==> config.mk <==
export PLATFORM = sky130hd
export DESIGN_NAME = udr_ramp_top
export DESIGN_NICKNAME = d
export VERILOG_FILES = /design/src/rtl/udr_pkg.sv /design/src/rtl/udr_src_sel.sv /design/src/rtl/udr_step_gen.sv /design/src/rtl/udr_ramp_top.sv
export VERILOG_INCLUDE_DIRS = /design/src /design/src/rtl
export SDC_FILE = /design/constraint.sdc
export NUM_CORES = 1
export LEC_CHECK = 0
export BUFFER_PORTS_ARGS = -buffer_cell sky130_fd_sc_hd__buf_2
export CORE_MARGIN = 3
export CORE_UTILIZATION = 40
export CTS_BUF_LIST = sky130_fd_sc_hd__clkbuf_2
export DETAILED_ROUTE_END_ITERATION = 6
export GPL_ROUTABILITY_DRIVEN = 0
export GPL_TIMING_DRIVEN = 1
export SLEW_MARGIN = 15
export SYNTH_ARGS = -nofsm -noshare
export SYNTH_HDL_FRONTEND = slang
export SYNTH_HIERARCHICAL = 1
export SYNTH_SLANG_ARGS = --single-unit
==> constraint.sdc <==
create_clock -name ref_clk -period 9.4 [get_ports ref_clk]
set_input_delay 0.47 -clock ref_clk [delete_from_list [all_inputs] [get_ports ref_clk]]
set_output_delay 0.47 -clock ref_clk [all_outputs]
set_load 0.05 [all_outputs]
==> src/rtl/udr_map.svh <==
// register map, reset values and timing constants of the up/down reference ramp
`ifndef UDR_MAP_SVH
`define UDR_MAP_SVH

// byte offsets on the register bus
`define UDR_OFF_MODE 6'h00
`define UDR_OFF_INIT 6'h04
`define UDR_OFF_UP_SEL 6'h08
`define UDR_OFF_DOWN_SEL 6'h0C
`define UDR_OFF_RAMP 6'h10
`define UDR_OFF_LOWER 6'h14
`define UDR_OFF_UPPER 6'h18
`define UDR_OFF_HELD 6'h1C
`define UDR_OFF_CTRL 6'h20

// reset values
`define UDR_RST_MODE 2'h0
`define UDR_RST_INIT 16'h0000
`define UDR_RST_SEL 16'h0000
`define UDR_RST_RAMP 16'h0190
`define UDR_RST_LOWER 16'hFFCE
`define UDR_RST_UPPER 16'h0032
`define UDR_RST_CTRL 2'h0

// control register fields
`define UDR_CTRL_RUN 0
`define UDR_CTRL_THIS_SEL 1
`define UDR_STAT_UP 8
`define UDR_STAT_DOWN 9

// selector codes
`define UDR_SEL_ON 16'h0001
`define UDR_SEL_DI_LO 16'h0002
`define UDR_SEL_DI_HI 16'h0007
`define UDR_SEL_TF_LO 16'h0012
`define UDR_SEL_TF_HI 16'h0014
`define UDR_SEL_SV_LO 16'h0018
`define UDR_SEL_SV_HI 16'h001A

// timing: one ramp-time count is 0.1 s
`define UDR_RAMP_UNIT_NS 100000000
`define UDR_CLK_PERIOD_NS 25
`define UDR_RAMP_UNIT_CYC (`UDR_RAMP_UNIT_NS / `UDR_CLK_PERIOD_NS)

`endif

==> src/rtl/udr_pkg.sv <==
// types shared by the up/down reference ramp
package udr_pkg;
    typedef enum logic [1:0] {
        UDR_OFF,
        UDR_INIT_STOP,
        UDR_RESUME,
        UDR_TRACK
    } udr_mode_t;
    typedef logic signed [15:0] udr_val_t;
endpackage : udr_pkg

==> src/rtl/udr_src_sel.sv <==
// request source selector shared by the up and down paths
`timescale 1ns/100ps
`include "udr_map.svh"
module udr_src_sel import udr_pkg::*; (
    input wire logic [15:0] sel_code,
    input wire logic [5:0] delayed_input_status_word,
    input wire logic [2:0] timed_status,
    input wire logic [2:0] supervision_status,
    output logic req
);
    // range tests; reserved and unknown codes give no request
    wire in_di = sel_code >= `UDR_SEL_DI_LO && sel_code <= `UDR_SEL_DI_HI;
    wire in_tf = sel_code >= `UDR_SEL_TF_LO && sel_code <= `UDR_SEL_TF_HI;
    wire in_sv = sel_code >= `UDR_SEL_SV_LO && sel_code <= `UDR_SEL_SV_HI;
    wire [15:0] di_idx = sel_code - `UDR_SEL_DI_LO;
    wire [15:0] tf_idx = sel_code - `UDR_SEL_TF_LO;
    wire [15:0] sv_idx = sel_code - `UDR_SEL_SV_LO;
    wire di_bit = delayed_input_status_word[di_idx[2:0]];
    wire tf_bit = timed_status[tf_idx[1:0]];
    wire sv_bit = supervision_status[sv_idx[1:0]];
    assign req = (sel_code == `UDR_SEL_ON) | (in_di & di_bit) | (in_tf & tf_bit)
        | (in_sv & sv_bit);
endmodule : udr_src_sel

==> src/rtl/udr_step_gen.sv <==
// fractional rate accumulator giving unit step pulses
`timescale 1ns/100ps
module udr_step_gen import udr_pkg::*; (
    input wire logic ref_clk,
    input wire logic rst_n,
    input wire logic run,
    input wire logic [16:0] span,
    input wire logic [39:0] period,
    output logic step
);
    logic [39:0] acc_q;
    logic [39:0] acc_d;
    wire [39:0] sum = acc_q + {23'h000000, span};
    wire hit = sum >= period;
    // remainder is kept so the mean rate is exactly span per period
    assign acc_d = !run ? 40'h0000000000 : (hit ? sum - period : sum);
    assign step = run & hit;
    // accumulator restarts whenever no ramp is under way
    always_ff @(posedge ref_clk) begin
        if (!rst_n) begin
            acc_q <= 40'h0000000000;
        end else begin
            acc_q <= acc_d;
        end
    end
endmodule : udr_step_gen

==> src/rtl/udr_ramp_top.sv <==
// up/down reference ramp with its avalon-mm register slave
//
// The implementer's own choices: the placing of the registers and the Avalon-MM interface to the registers.
`timescale 1ns/100ps
`include "udr_map.svh"
module udr_ramp_top import udr_pkg::*; #(
    parameter int RAMP_UNIT_CYC = `UDR_RAMP_UNIT_CYC
) (
    input wire logic ref_clk,
    input wire logic rst_n,
    // register bus, one wait state per transfer
    input wire logic [5:0] avs_address,
    input wire logic avs_read,
    input wire logic avs_write,
    input wire logic [31:0] avs_writedata,
    input wire logic [3:0] avs_byteenable,
    output logic [31:0] avs_readdata,
    output logic avs_waitrequest,

    // status inputs, synchronous to ref_clk
    input wire logic [5:0] delayed_input_status_word,
    input wire logic [2:0] timed_status,
    input wire logic [2:0] supervision_status,
    input wire logic [15:0] other_reference,
    output logic [15:0] held_reference
);

    ////////////////////////////////////////////////////////////////////////////
    // helpers

    // merge write data into a 16-bit register under byte enables
    // lanes 2 and 3 hold no register bits
    function automatic logic [15:0] be16(input logic [15:0] old, input logic [31:0] wd,
                                         input logic [3:0] be);
        be16 = {be[1] ? wd[15:8] : old[15:8], be[0] ? wd[7:0] : old[7:0]};
    endfunction : be16

    // saturate a wide signed value into the limit window
    // spare bits stop a step past a limit from wrapping
    // inverted limits give the upper one above it, else the lower; upper tested first
    function automatic udr_val_t clamp(input logic signed [17:0] v, input udr_val_t lo,
                                       input udr_val_t hi);
        if (v > 18'(signed'(hi))) begin
            clamp = hi;
        end else if (v < 18'(signed'(lo))) begin
            clamp = lo;
        end else begin
            clamp = v[15:0];
        end
    endfunction : clamp

    ////////////////////////////////////////////////////////////////////////////
    // register state

    // software-visible configuration
    udr_mode_t mode_q;
    logic [15:0] init_q;
    logic [15:0] up_sel_q;
    logic [15:0] down_request_source_select_q;
    logic [15:0] ramp_time_setting_q;
    logic [15:0] lower_limit_value_q;
    logic [15:0] upper_limit_value_q;
    logic [1:0] ctrl_q;

    // held value and enable/stop edge detectors
    udr_val_t held_reference_output_q;
    udr_val_t held_d;
    udr_mode_t mode_prev_q;
    logic run_prev_q;

    // bus handshake and captured read word
    logic ack_q;
    logic [31:0] rdata_q;
    logic [31:0] rdata_d;

    ////////////////////////////////////////////////////////////////////////////
    // avalon slave decode

    // one wait state: the answer comes in the cycle after the request appears
    wire req = avs_read | avs_write;
    assign avs_waitrequest = req & ~ack_q;
    // a write commits once, in the answering cycle
    wire wr_go = avs_write & ack_q;

    // full compare: unaligned offsets hit nothing
    wire hit_mode = avs_address == `UDR_OFF_MODE;
    wire hit_init = avs_address == `UDR_OFF_INIT;
    wire hit_up = avs_address == `UDR_OFF_UP_SEL;
    wire hit_down = avs_address == `UDR_OFF_DOWN_SEL;
    wire hit_ramp = avs_address == `UDR_OFF_RAMP;
    wire hit_lower = avs_address == `UDR_OFF_LOWER;
    wire hit_upper = avs_address == `UDR_OFF_UPPER;
    wire hit_held = avs_address == `UDR_OFF_HELD;
    wire hit_ctrl = avs_address == `UDR_OFF_CTRL;

    // request routing
    // combinational from selectors and status words
    logic up_req;
    logic down_req;

    // read mux; unmapped offsets read as zero
    // ctrl also reports the live request pair
    always_comb begin
        rdata_d = 32'h00000000;
        if (hit_mode) begin
            rdata_d[1:0] = mode_q;
        end else if (hit_init) begin
            rdata_d[15:0] = init_q;
        end else if (hit_up) begin
            rdata_d[15:0] = up_sel_q;
        end else if (hit_down) begin
            rdata_d[15:0] = down_request_source_select_q;
        end else if (hit_ramp) begin
            rdata_d[15:0] = ramp_time_setting_q;
        end else if (hit_lower) begin
            rdata_d[15:0] = lower_limit_value_q;
        end else if (hit_upper) begin
            rdata_d[15:0] = upper_limit_value_q;
        end else if (hit_held) begin
            rdata_d[15:0] = held_reference_output_q;
        end else if (hit_ctrl) begin
            rdata_d[1:0] = ctrl_q;
            rdata_d[`UDR_STAT_UP] = up_req;
            rdata_d[`UDR_STAT_DOWN] = down_req;
        end
    end

    // from a flop, so steady while waitrequest is low
    assign avs_readdata = rdata_q;

    // handshake flop and registered read data
    // a request kept high after its answer counts
    // as a second transfer
    always_ff @(posedge ref_clk) begin
        if (!rst_n) begin
            ack_q <= 1'b0;
            rdata_q <= 32'h00000000;
        end else begin
            ack_q <= req & ~ack_q;
            if (req & ~ack_q) begin
                rdata_q <= rdata_d;
            end
        end
    end

    // configuration writes; the held value register has no write path
    // mode and ctrl sit in lane 0 only
    // held value is not writable
    always_ff @(posedge ref_clk) begin
        if (!rst_n) begin
            mode_q <= udr_mode_t'(`UDR_RST_MODE);
            init_q <= `UDR_RST_INIT;
            up_sel_q <= `UDR_RST_SEL;
            down_request_source_select_q <= `UDR_RST_SEL;
            ramp_time_setting_q <= `UDR_RST_RAMP;
            lower_limit_value_q <= `UDR_RST_LOWER;
            upper_limit_value_q <= `UDR_RST_UPPER;
            ctrl_q <= `UDR_RST_CTRL;
        end else if (wr_go) begin
            if (hit_mode && avs_byteenable[0]) begin
                mode_q <= udr_mode_t'(avs_writedata[1:0]);
            end
            if (hit_init) begin
                init_q <= be16(init_q, avs_writedata, avs_byteenable);
            end
            if (hit_up) begin
                up_sel_q <= be16(up_sel_q, avs_writedata, avs_byteenable);
            end
            if (hit_down) begin
                down_request_source_select_q <= be16(down_request_source_select_q,
                                                     avs_writedata, avs_byteenable);
            end
            if (hit_ramp) begin
                ramp_time_setting_q <= be16(ramp_time_setting_q, avs_writedata,
                                            avs_byteenable);
            end
            if (hit_lower) begin
                lower_limit_value_q <= be16(lower_limit_value_q, avs_writedata,
                                            avs_byteenable);
            end
            if (hit_upper) begin
                upper_limit_value_q <= be16(upper_limit_value_q, avs_writedata,
                                            avs_byteenable);
            end
            if (hit_ctrl && avs_byteenable[0]) begin
                ctrl_q <= avs_writedata[1:0];
            end
        end
    end

    ////////////////////////////////////////////////////////////////////////////
    // request sources

    // one status input may feed both paths
    // up request routing
    udr_src_sel u_up_sel (
        .sel_code(up_sel_q),
        .delayed_input_status_word(delayed_input_status_word),
        .timed_status(timed_status),
        .supervision_status(supervision_status),
        .req(up_req)
    );

    // same decoder serves the down path
    udr_src_sel u_down_sel (
        .sel_code(down_request_source_select_q),
        .delayed_input_status_word(delayed_input_status_word),
        .timed_status(timed_status),
        .supervision_status(supervision_status),
        .req(down_req)
    );

    ////////////////////////////////////////////////////////////////////////////
    // rate generation

    udr_val_t lo;
    udr_val_t hi;
    assign lo = lower_limit_value_q;
    assign hi = upper_limit_value_q;
    // span and period follow the live registers;
    // an edit acts on the next accumulator update
    // span between limits; inverted limits give a zero span, so no steps
    wire signed [16:0] span_s = 17'(signed'(hi)) - 17'(signed'(lo));
    wire [16:0] span = span_s[16] ? 17'h00000 : span_s;
    // ramp counts of 0.1 s turned into clock cycles
    wire [39:0] period = 40'(ramp_time_setting_q) * 40'(RAMP_UNIT_CYC);

    // zero ramp time has no rate: jump to the limit
    wire ramp_zero = ramp_time_setting_q == 16'h0000;

    wire go_up = up_req & ~down_req;
    wire go_down = down_req & ~up_req;
    wire step;

    // one generator serves both directions at the same rate
    // accumulator restarts while no direction is active
    udr_step_gen u_step (
        .ref_clk(ref_clk),
        .rst_n(rst_n),
        .run(go_up | go_down),
        .span(span),
        .period(period),
        .step(step)
    );

    ////////////////////////////////////////////////////////////////////////////
    // held value


    // enable is leaving mode zero; stop is run falling
    wire run_now = ctrl_q[`UDR_CTRL_RUN];
    wire this_sel = ctrl_q[`UDR_CTRL_THIS_SEL];
    wire enabling = (mode_q != UDR_OFF) & (mode_prev_q == UDR_OFF);
    wire stop_seen = run_prev_q & ~run_now;

    // steps run two bits wider, clamped back to 16
    wire signed [17:0] held_w = 18'(held_reference_output_q);
    wire signed [17:0] up_w = held_w + 18'sh00001;
    wire signed [17:0] down_w = held_w - 18'sh00001;

    // priority: off, initial load, tracking, ramp, re-clamp after limit edits
    // default re-clamps each cycle, so a limit edit
    // pulls the value inside on the next edge
    always_comb begin
        held_d = clamp(held_w, lo, hi);
        if (mode_q == UDR_OFF) begin
            held_d = 16'sh0000;
        end else if (enabling || (mode_q == UDR_INIT_STOP && stop_seen)) begin
            // initial value on enable, and on stop in mode UDR_INIT_STOP only
            held_d = clamp(18'(signed'(init_q)), lo, hi);
        end else if (mode_q == UDR_TRACK && !this_sel) begin
            // follow the other reference while it is in use
            // tracking outranks the ramp
            held_d = clamp(18'(signed'(other_reference)), lo, hi);
        end else if (go_up && (ramp_zero || step)) begin
            // rise, stopping exactly at the upper limit
            held_d = ramp_zero ? hi : clamp(up_w, lo, hi);
        end else if (go_down && (ramp_zero || step)) begin
            // fall, stopping exactly at the lower limit
            held_d = ramp_zero ? lo : clamp(down_w, lo, hi);
        end
    end

    // limits applied through the clamp on every update except in mode off and the zero ramp time jump
    // previous mode and run feed the edge detectors
    always_ff @(posedge ref_clk) begin
        if (!rst_n) begin
            held_reference_output_q <= 16'sh0000;
            mode_prev_q <= UDR_OFF;
            run_prev_q <= 1'b0;
        end else begin
            held_reference_output_q <= held_d;
            mode_prev_q <= mode_q;
            run_prev_q <= run_now;
        end
    end

    ////////////////////////////////////////////////////////////////////////////
    // output

    // one count per unit on the output
    assign held_reference = held_reference_output_q;

endmodule : udr_ramp_top

==> qor.csv <==
metric,value,unit
synth_seq_cells,176,
fin_crit,8903,ps
cp_num_buf_inv,5,
cp_slowest_cell,fa_1,
power.density,60.31,nW/um^2
grt_pass1_wl,121100,um
rsz0062_at_grt,no,
end_kind,register,
maxCapViolCount,0,
ff2ff_setup_slack,500,ps
grt.total_usage,26.10,%
post-place-ws,244.3,ps
clock-sinks,176,
required,10370,ps
tns,0,ps
hold_path.class,in -> reg,
cts_buffers,17,
area_growth,10.27,%
critical_path_class,reg -> reg,
fin_crit_sh,94.71,%
wl_per_cell,21.45,um
wirelength,78440,um
cts_tree,done,
start_util,40.94,%
hpwlAfterDp,61290,um
ios,123,
synth-main-ff-cell,dfxtp_1,
clk_pin_slew_worst_paths,330,ps
die-area,58710,um^2
async_reset_ff_share,0,%
grt_max_degree,83,
clk_path_buf_depth,2,
hold_viol,0,
synth_area_leaders,"ha_1, dfxtp_1, fa_1",
port_buffers,88,
fin_nets,3388,
synth_largest_area_cell,ha_1,
avgViaCountPerCell,5.970,
ys_warn_count,6,
cts_htree_levels,4,
route.detailed.drc,2,
ys_seq_area_share,15.78,%
report.final.slew_viol_count,0,
dieWidth,242.3,um
clock_latency,1110,ps
grt_pass1_vias,21360,
dieHeight,242.3,um
final_cell_count_no_fill,3657,
antenna_found_initial,2,
status,"complete, but fails checks",
drt-initial-drc-count,2136,
rows,85,
path_max_fanout,6,
syn_area,22330,um^2
worst_pin_slew,1112,ps
first_pass_iters,7,
crit_arrival,9870,ps
core,54560,um^2
post-route-util,45.14,%
synth_cell_type_count,98,
finalSetupViolCount,0,
skew,96.20,ps
syn-mean-instance-area,8.063,um^2
critPathLaunchType,register,
post_route_cells_drive_above_1_share,9.256,%
root_buffer,clkbuf_2,
p_leak,10.99,nW
antenna_left,0,
max_freq,112.3,MHz
vias,21830,
max_stage_delay,580,ps
yosysTopAreaCellShare,19.72,%
synth-edff-count,0,
syn_inst,2770,
grt_remaining_overflow,0,
dp_cells,3572,
setup_ws,496.8,ps
stdcell_area,24630,um^2
peakVddDrop,0.00008675,V
crit_top_cell,inv_1,
cp_top_family,adder cells,
place_area,23750,um^2
max_slew_margin,25.57,%
violations,design-rule violations,
[path summary, 6_finish.rpt]
check | from | to | depth (start not counted)
hold / removal | other_reference[0] | held_reference[0] | 6
setup / recovery | ramp_time_setting_q[4] | held_reference[0] | 33
hold reg to reg | avs_readdata[0] | avs_readdata[0] | 2
setup reg to reg | ramp_time_setting_q[4] | held_reference[0] | 33
[placed cells by master, fill, tap and decap left out, drive strengths merged, types with 25 or more instances in the layout]
master	instances
a211oi	42
a21boi	47
a21o	51
a21oi	154
a221oi	31
a31oi	30
and2	31
buf	159
conb	27
dfxtp	176
dlygate4sd3	49
fa	58
ha	352
inv	240
mux2i	105
nand2	227
nand3	67
nand4	35
nor2	202
nor2b	76
nor3	56
o211ai	45
o21a	25
o21ai	155
xnor2	77
xor2	45
[cell type report]
type                            count  area [um^2]
Antenna cell                        1        2.502
Clock buffer                       17        85.08
Clock inverter                     15        217.7
Fill cell                        5485        29930
Inverter                          234        878.3
Multi-Input combinational cell   2267        17520
Sequential cell                   176         3535
Tap cell                          739        924.6
Timing Repair Buffer              208         1464
[Yosys cell counts, types with 51 or more instances]
master	instances
a21o_1	51
a21oi_1	153
clkbuf_1	81
dfxtp_1	176
fa_1	58
ha_1	352
inv_1	233
mux2i_1	105
nand2_1	226
nand3_1	67
nor2_1	197
nor2b_1	76
nor3_1	55
o21ai_0	134
xnor2_1	77
[tightest hold or removal path: stages]
cell,delay [ps]
buf_2,100
clkinv_1,70
nor2_1,50
a21oi_1,240
a221o_1,200
a221oi_1,70
[cells by family (layout without fill, tap and decap cells)]
kind of cell,after synthesis,after routing,synth area share [%]
AND/OR/NAND/NOR,827,827,18.28
AO/OA/AOI/OAI,753,753,23.26
adder cells (fa/ha/maj),410,410,24.92
buffers and inverters,353,474,6.493
flip-flops,176,176,15.78
multiplexers,128,128,6.471
XOR/XNOR,122,122,4.784
other,1,28,0.01679
[power breakdown]
| group | switching [mW] | total [mW] | internal [mW] |
|---|---|---|---|
| combinational | 0.136 | 0.208 | 0.0722 |
| clock | 0.353 | 0.519 | 0.166 |
| sequential | 0.00341 | 0.758 | 0.755 |
| total | 0.492 | 1.49 | 0.993 |
[state kept, by name (all words and copies together) (netlist names)]
name and flops:
ack_q 1, avs_readdata 16, ctrl_q 2, down_request_source_select_q 16, held_reference 16, hi 16, init_q 16, lo 16
mode_prev_q 2, mode_q 2, ramp_time_setting_q 16, run_prev_q 1, u_step/acc_q 40, up_sel_q 16
[routing by layer]
| layer | vias up | GRT usage [%] | routed length (um) |
|---|---|---|---|
| met1 | 10310 | 32.39 | 32310 |
| met4 | 0 | 13.44 | 4349 |
| met2 | 947 | 43.16 | 36010 |
| li1 | 10310 | - | - |
| met5 | - | 0 | 0 |
| met3 | 267 | 4.848 | 5772 |
[through the flow]
step           power (mW)  hold WS (ps)
2_1_floorplan      0.9062         451.8
3_3_place_gp       0.9597         442.0
3_5_place_dp       0.9625         452.5
4_1_cts             1.498         17.08
5_1_grt             1.542         126.5
6_report            1.485         167.7
[repair_timing]
item                       4_1_cts  5_1_grt
gates resized for setup          0       17
hold endpoints to repair       122        0
buffers inserted                 0        3
hold buffers                    49        0
setup endpoints to repair        0       16
Power figures use the tool's default switching activity.
